### config.mk
export PLATFORM = sky130hd
export DESIGN_NAME = sadc_port
export DESIGN_NICKNAME = d
export VERILOG_FILES = /design/src/sadc_pkg.sv /design/src/sadc_edge.sv /design/src/sadc_sar.sv /design/src/sadc_port.sv
export SDC_FILE = /design/constraint.sdc
export NUM_CORES = 1
export LEC_CHECK = 0
export BUFFER_PORTS_ARGS = -buffer_cell sky130_fd_sc_hd__buf_2
export CAP_MARGIN = 20
export CORE_MARGIN = 3
export CORE_UTILIZATION = 40
export CTS_CLUSTER_SIZE = 28
export DETAILED_ROUTE_END_ITERATION = 10
export HOLD_SLACK_MARGIN = 0.12
export PLACE_DENSITY_LB_ADDON = 0.08
export SYNTH_ARGS = -nofsm -noshare
export SYNTH_HDL_FRONTEND = slang
export SYNTH_HIERARCHICAL = 1
export SYNTH_SLANG_ARGS = --single-unit
### constraint.sdc
create_clock -name clock -period 2.36 [get_ports clock]
set_clock_uncertainty 0.15 [all_clocks]
set_input_delay 0.118 -clock clock [delete_from_list [all_inputs] [get_ports clock]]
set_output_delay 0.118 -clock clock [all_outputs]
set_load 0.01 [all_outputs]
### src/sadc_pkg.sv
package sadc_pkg;

  // converter geometry
  localparam int RESULT_BITS     = 12;
  localparam int CFG_BITS        = 3;
  localparam int CNT_W           = 4;

  // fixed-input variant: falling shift-clock edge that enables the output
  localparam int FIXED_HOLD_FALL = 2;

  // configuration field positions after shifting (first bit lands highest)
  localparam int CFG_SGL_POS     = 2;
  localparam int CFG_POL_POS     = 1;
  localparam int CFG_ORDER_POS   = 0;

  // values after reset
  localparam logic [11:0] RESULT_RST = 12'h000;
  localparam logic [2:0]  CFG_RST    = 3'h0;
  localparam logic [3:0]  CNT_RST    = 4'h0;

  // serial sequencer states, one-hot
  typedef enum logic [6:0] {
    ST_IDLE    = 7'h01,
    ST_START   = 7'h02,
    ST_CONFIG  = 7'h04,
    ST_ACQUIRE = 7'h08,
    ST_CONVERT = 7'h10,
    ST_LSB     = 7'h20,
    ST_ZERO    = 7'h40
  } sadc_state_t;

  // configuration word as received
  typedef struct packed {
    logic single_ended_select;
    logic polarity;
    logic order_select;
  } sadc_cfg_t;

  // analog multiplexer steering
  typedef struct packed {
    logic pos_chan_b;
    logic neg_chan_b;
    logic neg_ground;
  } sadc_mux_t;

  // serial output pin pair
  typedef struct packed {
    logic data;
    logic oe;
  } sadc_dout_t;

endpackage : sadc_pkg

### src/sadc_edge.sv
`timescale 1ns/1ps
module sadc_edge
  import sadc_pkg::*;
(
  // system
  input  wire logic clock,
  input  wire logic rst_b,
  // pins
  input  wire logic shift_clk,
  input  wire logic chip_select_n,
  // events
  output logic      clk_rise,
  output logic      clk_fall,
  output logic      sel_fall
);

  logic shift_clk_q;
  logic chip_select_n_q;

  // previous pin levels
  always_ff @(posedge clock or negedge rst_b) begin
    if (!rst_b) begin
      shift_clk_q     <= 1'b0;
      chip_select_n_q <= 1'b1;
    end else begin
      shift_clk_q     <= shift_clk;
      chip_select_n_q <= chip_select_n;
    end
  end

  // one-cycle edge pulses
  assign clk_rise = shift_clk & ~shift_clk_q;
  assign clk_fall = ~shift_clk & shift_clk_q;
  assign sel_fall = ~chip_select_n & chip_select_n_q;

endmodule : sadc_edge

### src/sadc_sar.sv
`timescale 1ns/1ps
module sadc_sar
  import sadc_pkg::*;
#(
  parameter int WIDTH = RESULT_BITS
)
(
  // system
  input  wire logic             clock,
  input  wire logic             rst_b,
  // control
  input  wire logic             clear,
  input  wire logic             decide,
  input  wire logic [CNT_W-1:0] bit_idx,
  input  wire logic             cmp_above,
  // values
  output logic      [WIDTH-1:0] trial_code,
  output logic      [WIDTH-1:0] result
);

  logic [WIDTH-1:0] result_q;

  // one-hot weight of the bit under trial
  function automatic logic [WIDTH-1:0] weight(input logic [CNT_W-1:0] idx);
    logic [WIDTH-1:0] w;
    w      = '0;
    w[idx] = 1'b1;
    return w;
  endfunction : weight

  // successive approximation: keep the trial bit when the input is above
  always_ff @(posedge clock or negedge rst_b) begin
    if (!rst_b) begin
      result_q <= '0;
    end else if (clear) begin
      result_q <= '0;
    end else if (decide && cmp_above) begin
      result_q <= result_q | weight(bit_idx);
    end
  end

  // code presented to the comparator
  assign trial_code = result_q | weight(bit_idx);
  assign result     = result_q;

endmodule : sadc_sar

### src/sadc_port.sv
`timescale 1ns/1ps
// Contract
// [RULE1] device is active with chip select low, powered down with it high
// [RULE2] bits launch on shift-clock falling edges, sampled on rising edges
// [RULE3] fixed variant: falling chip select starts a transfer, no configuration
// [RULE4] fixed variant: output enabled on second shift-clock pulse after select falls
// [RULE5] one null bit precedes the conversion result
// [RULE6] raising chip select resets the serial state for a fresh exchange
// [RULE7] fixed variant sends result MSB first, then LSB first
// [RULE8] host wanting MSB-first only may raise select after last bit
// [RULE9] two-channel: first sampled one is the start bit, leading zeros ignored
// [RULE10] a 3-bit configuration word follows the start bit and starts conversion
// [RULE11] later input bits are ignored until chip select cycles
// [RULE12] first two bits pick single-ended or differential channel pairing
// [RULE13] single-ended selection converts the chosen channel against ground
// [RULE14] order bit one: MSB-first result only, then zeros
// [RULE15] order bit zero: MSB-first result followed by LSB-first copy
// [RULE16] extra shift clocks after the transfer give zero bits indefinitely
// [RULE17] converter powers down at conversion end; clocking out continues
// [RULE18] result is 12-bit unipolar straight binary
// [RULE19] half duplex so input and output may share one wire
// [RULE20] host raises chip select at the end of each exchange
// [RULE21] shared wire: device drives low on fourth falling edge after start
// [RULE22] sampling starts before the order bit; hold at the following fall
// [RULE23] output is released while select is high and before enable point
// [RULE24] host holds select low throughout; early raise discards partial result
module sadc_port
  import sadc_pkg::*;
#(
  parameter bit TWO_CHAN = 1'b1,
  parameter int RES_W    = RESULT_BITS
)
(
  // system
  input  wire logic             clock,
  input  wire logic             rst_b,
  // serial link
  input  wire logic             chip_select_n,
  input  wire logic             shift_clk,
  input  wire logic             data_in,
  output sadc_dout_t            data_out,
  // analog front end
  input  wire logic             cmp_above,
  output logic      [RES_W-1:0] trial_code,
  output sadc_mux_t             mux_sel,
  output logic                  sample_track,
  output logic                  converter_power_on,
  output logic                  device_active,
  // status
  output sadc_cfg_t             cfg_word,
  output logic      [RES_W-1:0] result_code,
  output logic                  result_valid
);

  // parameters the counters cannot serve
  // the bit counter must reach the msb index and the three config bits
  // with a four-bit counter this caps the result at sixteen bits
  if (RES_W < 2 || RES_W > (1 << CNT_W)) begin : g_chk_res
    $error("result width out of range for bit counter");
  end
  if (CFG_BITS != 3) begin : g_chk_cfg
    $error("configuration word must be three bits");
  end
  if (FIXED_HOLD_FALL < 1 || FIXED_HOLD_FALL >= (1 << CNT_W)) begin : g_chk_hold
    $error("fixed hold fall out of range for bit counter");
  end

  // counter end points for each phase
  localparam logic [CNT_W-1:0] LAST_BIT  = CNT_W'(RES_W - 1);
  localparam logic [CNT_W-1:0] CFG_LAST  = CNT_W'(CFG_BITS - 1);
  localparam logic [CNT_W-1:0] CFG_TRACK = CNT_W'(CFG_BITS - 2);
  localparam logic [CNT_W-1:0] HOLD_FALL = CNT_W'(FIXED_HOLD_FALL);
  // fixed variant pairing: chan a positive, chan b negative
  localparam sadc_mux_t        FIXED_MUX = '{pos_chan_b: 1'b0, neg_chan_b: 1'b1, neg_ground: 1'b0};

  // counter step up, wraps within the counter width
  function automatic logic [CNT_W-1:0] step_up(input logic [CNT_W-1:0] v);
    return v + 1'b1;
  endfunction : step_up

  // counter step down for the msb-first walk
  function automatic logic [CNT_W-1:0] step_down(input logic [CNT_W-1:0] v);
    return v - 1'b1;
  endfunction : step_down

  // channel pairing from the configuration word
  // single-ended ties the negative side to ground
  function automatic sadc_mux_t decode_mux(input sadc_cfg_t c);
    sadc_mux_t m;
    m.pos_chan_b = c.polarity;
    m.neg_chan_b = ~c.single_ended_select & ~c.polarity;
    m.neg_ground = c.single_ended_select;
    return m;
  endfunction : decode_mux

  // internal state
  sadc_state_t      state_q;
  sadc_state_t      state_d;
  logic [CNT_W-1:0] cnt_q;
  logic [CNT_W-1:0] cnt_d;
  sadc_cfg_t        cfg_q;
  logic             lsb_follow_q;
  logic             dout_q;
  logic             oe_q;
  logic             track_q;
  logic             power_q;
  logic [RES_W-1:0] result_q;
  logic             valid_q;

  // edge events
  logic             clk_rise;
  logic             clk_fall;
  logic             sel_fall;
  logic             sel_high;

  // sar interface
  logic             sar_clear;
  logic             sar_decide;
  logic [RES_W-1:0] sar_result;

  // derived events
  logic             hold_edge;
  logic             last_conv;

  // select high is both shutdown and interface reset
  assign sel_high = chip_select_n; // [RULE1] [RULE6]

  // edge pulses of the sampled pins, one clock wide
  sadc_edge u_edge (
    .clock         (clock),
    .rst_b         (rst_b),
    .shift_clk     (shift_clk),
    .chip_select_n (chip_select_n),
    .clk_rise      (clk_rise),
    .clk_fall      (clk_fall),
    .sel_fall      (sel_fall)
  );

  // successive approximation register
  sadc_sar #(
    .WIDTH (RES_W)
  ) u_sar (
    .clock      (clock),
    .rst_b      (rst_b),
    .clear      (sar_clear),
    .decide     (sar_decide),
    .bit_idx    (cnt_q),
    .cmp_above  (cmp_above),
    .trial_code (trial_code),
    .result     (sar_result)
  );

  // hold edge: fixed variant on second fall, two-channel on fall after order bit
  // the same fall that ends tracking enables the driver and launches the null bit,
  // so a shared data wire is taken over exactly at that edge
  assign hold_edge = (state_q == ST_ACQUIRE) && clk_fall &&
                     (TWO_CHAN ? 1'b1 : (cnt_q == HOLD_FALL - 1'b1)); // [RULE4] [RULE21] [RULE22]
  assign last_conv = (state_q == ST_CONVERT) && clk_fall && (cnt_q == '0);

  // conversion bits are decided on falling edges, one per shift clock
  // the decided bit and the launched bit come from the same comparator sample,
  // so the output never shows a bit that the register later disagrees with
  assign sar_clear  = hold_edge || sel_high; // [RULE24]
  assign sar_decide = (state_q == ST_CONVERT) && clk_fall; // [RULE2]

  // sequencer next state
  // chip select high overrides every state so an aborted exchange leaves no residue
  always_comb begin
    state_d = state_q;
    cnt_d   = cnt_q;
    unique case (state_q)
      ST_IDLE: begin
        if (sel_fall) begin
          state_d = TWO_CHAN ? ST_START : ST_ACQUIRE; // [RULE3]
          cnt_d   = '0;
        end
      end
      ST_START: begin
        // leading zeros keep the sequencer waiting
        if (clk_rise && data_in) begin
          state_d = ST_CONFIG; // [RULE9]
          cnt_d   = '0;
        end
      end
      ST_CONFIG: begin
        // three rises fill the configuration word
        if (clk_rise) begin
          cnt_d = step_up(cnt_q);
          if (cnt_q == CFG_LAST) begin
            state_d = ST_ACQUIRE; // [RULE10] [RULE11]
            cnt_d   = '0;
          end
        end
      end
      ST_ACQUIRE: begin
        // fixed variant counts falls up to the hold point
        if (hold_edge) begin
          state_d = ST_CONVERT;
          cnt_d   = LAST_BIT;
        end else if (clk_fall) begin
          cnt_d = step_up(cnt_q);
        end
      end
      ST_CONVERT: begin
        // twelve decisions, msb down to bit zero
        if (clk_fall) begin
          cnt_d = step_down(cnt_q);
          if (cnt_q == '0) begin
            state_d = lsb_follow_q ? ST_LSB : ST_ZERO; // [RULE14] [RULE15]
            cnt_d   = CNT_W'(1);
          end
        end
      end
      ST_LSB: begin
        // eleven bits climbing from bit one
        if (clk_fall) begin
          cnt_d = step_up(cnt_q);
          if (cnt_q == LAST_BIT) begin
            state_d = ST_ZERO;
            cnt_d   = '0;
          end
        end
      end
      ST_ZERO: begin
        state_d = ST_ZERO; // [RULE16]
      end
    endcase
    if (sel_high) begin
      state_d = ST_IDLE; // [RULE6]
      cnt_d   = '0;
    end
  end

  // sequencer registers
  // the counter doubles as bit index during conversion and the lsb copy
  always_ff @(posedge clock or negedge rst_b) begin
    if (!rst_b) begin
      state_q <= ST_IDLE;
      cnt_q   <= CNT_RST;
    end else begin
      state_q <= state_d;
      cnt_q   <= cnt_d;
    end
  end

  // configuration word capture, first bit lands in the highest field
  // only the config state shifts, so later input bits never disturb the word
  always_ff @(posedge clock or negedge rst_b) begin
    if (!rst_b) begin
      cfg_q <= CFG_RST;
    end else if (state_q == ST_CONFIG && clk_rise) begin
      cfg_q <= {cfg_q[CFG_BITS-2:0], data_in}; // [RULE2] [RULE10] [RULE11]
    end
  end

  // output order: fixed variant always appends the LSB-first copy
  // the lsb-first copy starts at bit one because bit zero closes the msb-first run
  always_ff @(posedge clock or negedge rst_b) begin
    if (!rst_b) begin
      lsb_follow_q <= 1'b1;
    end else if (sel_fall) begin
      lsb_follow_q <= 1'b1; // [RULE7]
    end else if (state_q == ST_CONFIG && clk_rise && cnt_q == CFG_LAST) begin
      lsb_follow_q <= TWO_CHAN ? ~data_in : 1'b1; // [RULE14] [RULE15]
    end
  end

  // input sample window
  // fixed variant tracks from select fall; two-channel from the bit before the order bit
  // cleared by the hold fall or by select high
  always_ff @(posedge clock or negedge rst_b) begin
    if (!rst_b) begin
      track_q <= 1'b0;
    end else if (sel_high || hold_edge) begin
      track_q <= 1'b0; // [RULE22]
    end else if (!TWO_CHAN && state_q == ST_IDLE && sel_fall) begin
      track_q <= 1'b1;
    end else if (state_q == ST_CONFIG && clk_rise && cnt_q == CFG_TRACK) begin
      track_q <= 1'b1; // [RULE22]
    end
  end

  // converter bias: on while select is low until the last bit is decided
  // the bias drops on the last decision so clocking out the tail costs no converter power
  // a mid-transfer abort also drops the bias at once
  always_ff @(posedge clock or negedge rst_b) begin
    if (!rst_b) begin
      power_q <= 1'b0;
    end else if (sel_high || last_conv) begin
      power_q <= 1'b0; // [RULE1] [RULE17]
    end else if (sel_fall) begin
      power_q <= 1'b1; // [RULE1]
    end
  end

  // serial output: launched only on falling shift-clock edges
  // a launch away from a fall would race the host's rising-edge sample
  always_ff @(posedge clock or negedge rst_b) begin
    if (!rst_b) begin
      dout_q <= 1'b0;
      oe_q   <= 1'b0;
    end else if (sel_high) begin
      dout_q <= 1'b0; // [RULE23]
      oe_q   <= 1'b0;
    end else if (hold_edge) begin
      dout_q <= 1'b0; // [RULE5] [RULE21]
      oe_q   <= 1'b1; // [RULE4] [RULE19]
    end else if (clk_fall) begin
      unique case (state_q)
        ST_CONVERT: dout_q <= cmp_above; // [RULE7] [RULE18]
        ST_LSB:     dout_q <= sar_result[cnt_q]; // [RULE15]
        ST_ZERO:    dout_q <= 1'b0; // [RULE16]
        default:    dout_q <= 1'b0;
      endcase
    end
  end

  // completed result: updated only when all bits are decided
  // bit zero is folded in here because the sar register takes it on this same edge
  // result_valid drops at the next select fall, not at select rise
  always_ff @(posedge clock or negedge rst_b) begin
    if (!rst_b) begin
      result_q <= RES_W'(RESULT_RST);
      valid_q  <= 1'b0;
    end else if (last_conv) begin
      result_q <= sar_result | (cmp_above ? RES_W'(1) : RES_W'(0)); // [RULE18]
      valid_q  <= 1'b1;
    end else if (sel_fall) begin
      valid_q  <= 1'b0; // [RULE24]
    end
  end

  // outward signals
  // all outputs except device_active, trial_code and mux_sel come straight from flip-flops
  assign data_out.data      = dout_q;
  assign data_out.oe        = oe_q;
  assign sample_track       = track_q;
  assign converter_power_on = power_q;
  assign device_active      = ~chip_select_n; // [RULE1]
  assign cfg_word           = cfg_q;
  assign result_code        = result_q;
  assign result_valid       = valid_q;

  // multiplexer steering; fixed variant is a single differential pair
  // steering follows the stored word, which stays put until the next exchange
  assign mux_sel = TWO_CHAN ? decode_mux(cfg_q) // [RULE12] [RULE13]
                            : FIXED_MUX;

endmodule : sadc_port

==> flow_summary.json <==
{
  "outcome": "complete, no violations",
  "numCtsBuffers": 5,
  "place.gp.congestion": 0.859,
  "yosys.area.top_type": "dfrtp_1",
  "grt_first_pass_wirelength_um": 10500,
  "h-tree-depth": 2,
  "synth_area_leaders": "dfrtp_1 39%, mux2_1 5.7%, dfstp_2 2.9%",
  "final.min_clock_period_ps": 2230,
  "rsz0062_at_grt": "false",
  "setup_violations": 0,
  "switching_share": 0.273,
  "power_frac_clock": 0.348,
  "io_buffers": 41,
  "synthArstFlopShare": 1.00,
  "root_buffer": "clkbuf_8",
  "yosysSeqAreaShare": 0.419,
  "final.setup.tns_ps": 0,
  "hp-class": "in -> async",
  "clk_pin_slew_ps": 90,
  "crit_family": "simple AND/OR/NAND/NOR gates",
  "tightest_slew_ps": 624,
  "required_ps": 2390,
  "power_switching_mw": 0.469,
  "finalNetCount": 330,
  "dieArea_sq_mm": 0.00793,
  "vias": 2212,
  "slew_violations": 0,
  "start_kind": "input port",
  "antenna_left": 0,
  "peakVddDrop_mv": 0.332,
  "grt_pass1_vias": 1981,
  "maxCapViolCount": 0,
  "syn_nets": 278,
  "cp.buffers_inverters": 2,
  "dp_hpwl_um": 4890,
  "yosysWarningCount": 6,
  "routed_via_density": 5.57,
  "max_freq_ghz": 0.448,
  "grt_usage": 0.174,
  "slowest_stage": "dlygate4sd3_1",
  "routed_wl_um": 6660,
  "dp_cells": 384,
  "min_period_over_period": 0.946,
  "synth_ff_type": "dfrtp_1",
  "holdWs_ps": 218,
  "die_w_um": 89.1,
  "worstPathCellList": "dlygate4sd3_1, buf_2, and2b_2, or3b_1, a211oi_1, a221o_2, or3_1, o2bb2ai_1",
  "num_rows": 29,
  "final_area_sq_mm": 0.00325,
  "r2r_setup_slack_ps": 150,
  "combPwrFrac": 0.154,
  "grt_max_degree": 27,
  "grt-ovfl-total": 0,
  "syn_inst": 267,
  "synth_edf_count": 0,
  "slowest_delay_ps": 520,
  "antenna_found_initial": 0,
  "drt_iter0_drc": 104,
  "fp.coreArea_sq_mm": 0.00653,
  "p_int_mw": 1.25,
  "slew_headroom": 0.584,
  "initial_core_util": 0.422,
  "power.leakage_nw": 1.55,
  "finalHoldViolCount": 0,
  "area_growth_pct": 17.9,
  "clockBufferDepth": 2,
  "cts_tree": "done",
  "synth.avg_cell_area_sq_um": 10.3,
  "antenna-diode-count": 0,
  "insertion_delay_ps": 300,
  "post-synth-top-area-fraction": 0.390,
  "ys_top_cells_by_count": "43 x dfrtp_1, 20 x nor2_1, 17 x inv_1",
  "first_pass_iters": 4,
  "wire_per_inst_um": 16.8,
  "cts_setup_buffers": 0,
  "power.density_mw_per_mm2": 527,
  "drive_above_1_share": 0.303,
  "critPathKind": "in -> reg",
  "drc": 0,
  "stdcell_count": 397,
  "dpl_cell_area_sq_mm": 0.00308,
  "critPathArrivalTime_ps": 2260,
  "cp-end-kind": "register",
  "synth_cell_types": 61,
  "syn_area_sq_mm": 0.00276,
  "die_h_um": 89.1,
  "crit_fanout": 8,
  "ys_ff_latch": 46,
  "ios": 42,
  "seq_power_share": 0.498,
  "yosysMostFrequentCell": "dfrtp_1",
  "clock-sinks": 46
}
==> layout by cell type, fill, tap and decap left out, types with 5 or more instances in the layout <==
cell type      instances
a21oi_1                8
buf_2                 41
buf_4                 21
clkbuf_8               5
dfrtp_1               43
dlygate4sd3_1          5
ha_1                   5
inv_1                 16
mux2_1                14
nand2_1               11
nand2b_1               8
nor2_1                20
nor3_1                 6
o21ai_0                9
o21ai_1                6
o32ai_1                6
==> registers in the layout, indices dropped and copies added, names as in the netlist, 3 cells and up <==
name	flops
u_sar/result	12
cnt_q	4
result_code	12
state_q	7
cfg_word	3
==> power groups by stage <==
stage / Combinational, mW / Clock, mW / Sequential, mW
6_report: 0.264 / 0.597 / 0.854
3_5_place_dp: 0.258 / 0 / 0.868
3_3_place_gp: 0.259 / 0 / 0.868
4_1_cts: 0.264 / 0.611 / 0.854
5_1_grt: 0.289 / 0.651 / 0.858
2_1_floorplan: 0.181 / 0 / 0.848
==> path summary, 6_finish.rpt <==
path,from,end,cells past startpoint
worst max-delay path,shift_clk,cnt_q[0]$_DFFE_PN0P_,8
worst min-delay path,rst_b,u_sar/result[5]$_DFFE_PN0P_,2
worst max register to register,cnt_q[1]$_DFFE_PN0P_,state_q[1]$_DFFE_PN0P_,7
worst min register to register,result_code[0]$_DFFE_PN0P_,result_code[0]$_DFFE_PN0P_,2
max in group asynchronous,rst_b,u_sar/result[7]$_DFFE_PN0P_,3
min in group clock,shift_clk,u_edge/shift_clk_q$_DFF_PN0_,2
==> final cells by class <==
type | instances | area (sq um)
Fill cell | 633 | 3280
Multi-Input combinational cell | 180 | 1410
Sequential cell | 46 | 1150
Timing Repair Buffer | 67 | 413
Tap cell | 77 | 96.3
Clock buffer | 6 | 72.6
Inverter | 19 | 71.3
Clock inverter | 2 | 37.5
==> metal layers <==
layer / GRT usage / share of wire / vias up
met5: 0 / 0 / -
met4: 0.0338 / 0.0077 / 0
met3: 0.0332 / 0.040 / 5
met2: 0.242 / 0.42 / 48
met1: 0.280 / 0.53 / 1079
li1: - / - / 1080
==> cells by family (layout without fill, tap and decap cells) <==
family | Yosys count | in the layout | share of synthesized area
AO/OA/AOI/OAI | 61 | 61 | 0.180
flip-flops | 46 | 46 | 0.419
AND/OR/NAND/NOR | 91 | 91 | 0.203
adder cells (fa/ha/maj) | 5 | 5 | 0.0227
multiplexers | 18 | 18 | 0.0853
XOR/XNOR | 5 | 5 | 0.0159
buffers and inverters | 41 | 94 | 0.0744
==> what timing repair did <==
| item | CTS | global route |
|---|---|---|
| setup endpoints to repair | 0 | 5 |
| hold buffers | 5 | 0 |
| hold endpoints to repair | 41 | 0 |
| gates resized for setup | 0 | 4 |
==> stage by stage <==
step	total power, mW	utilization	setup WS (ps)
after floorplan	1.03	-	18.5
after global placement	1.13	0.472	162
after global routing	1.80	0.498	26.9
after detailed placement	1.13	0.472	99.3
final	1.72	0.498	128
after CTS	1.73	0.497	74.7
(Power assumes the default switching activity.)
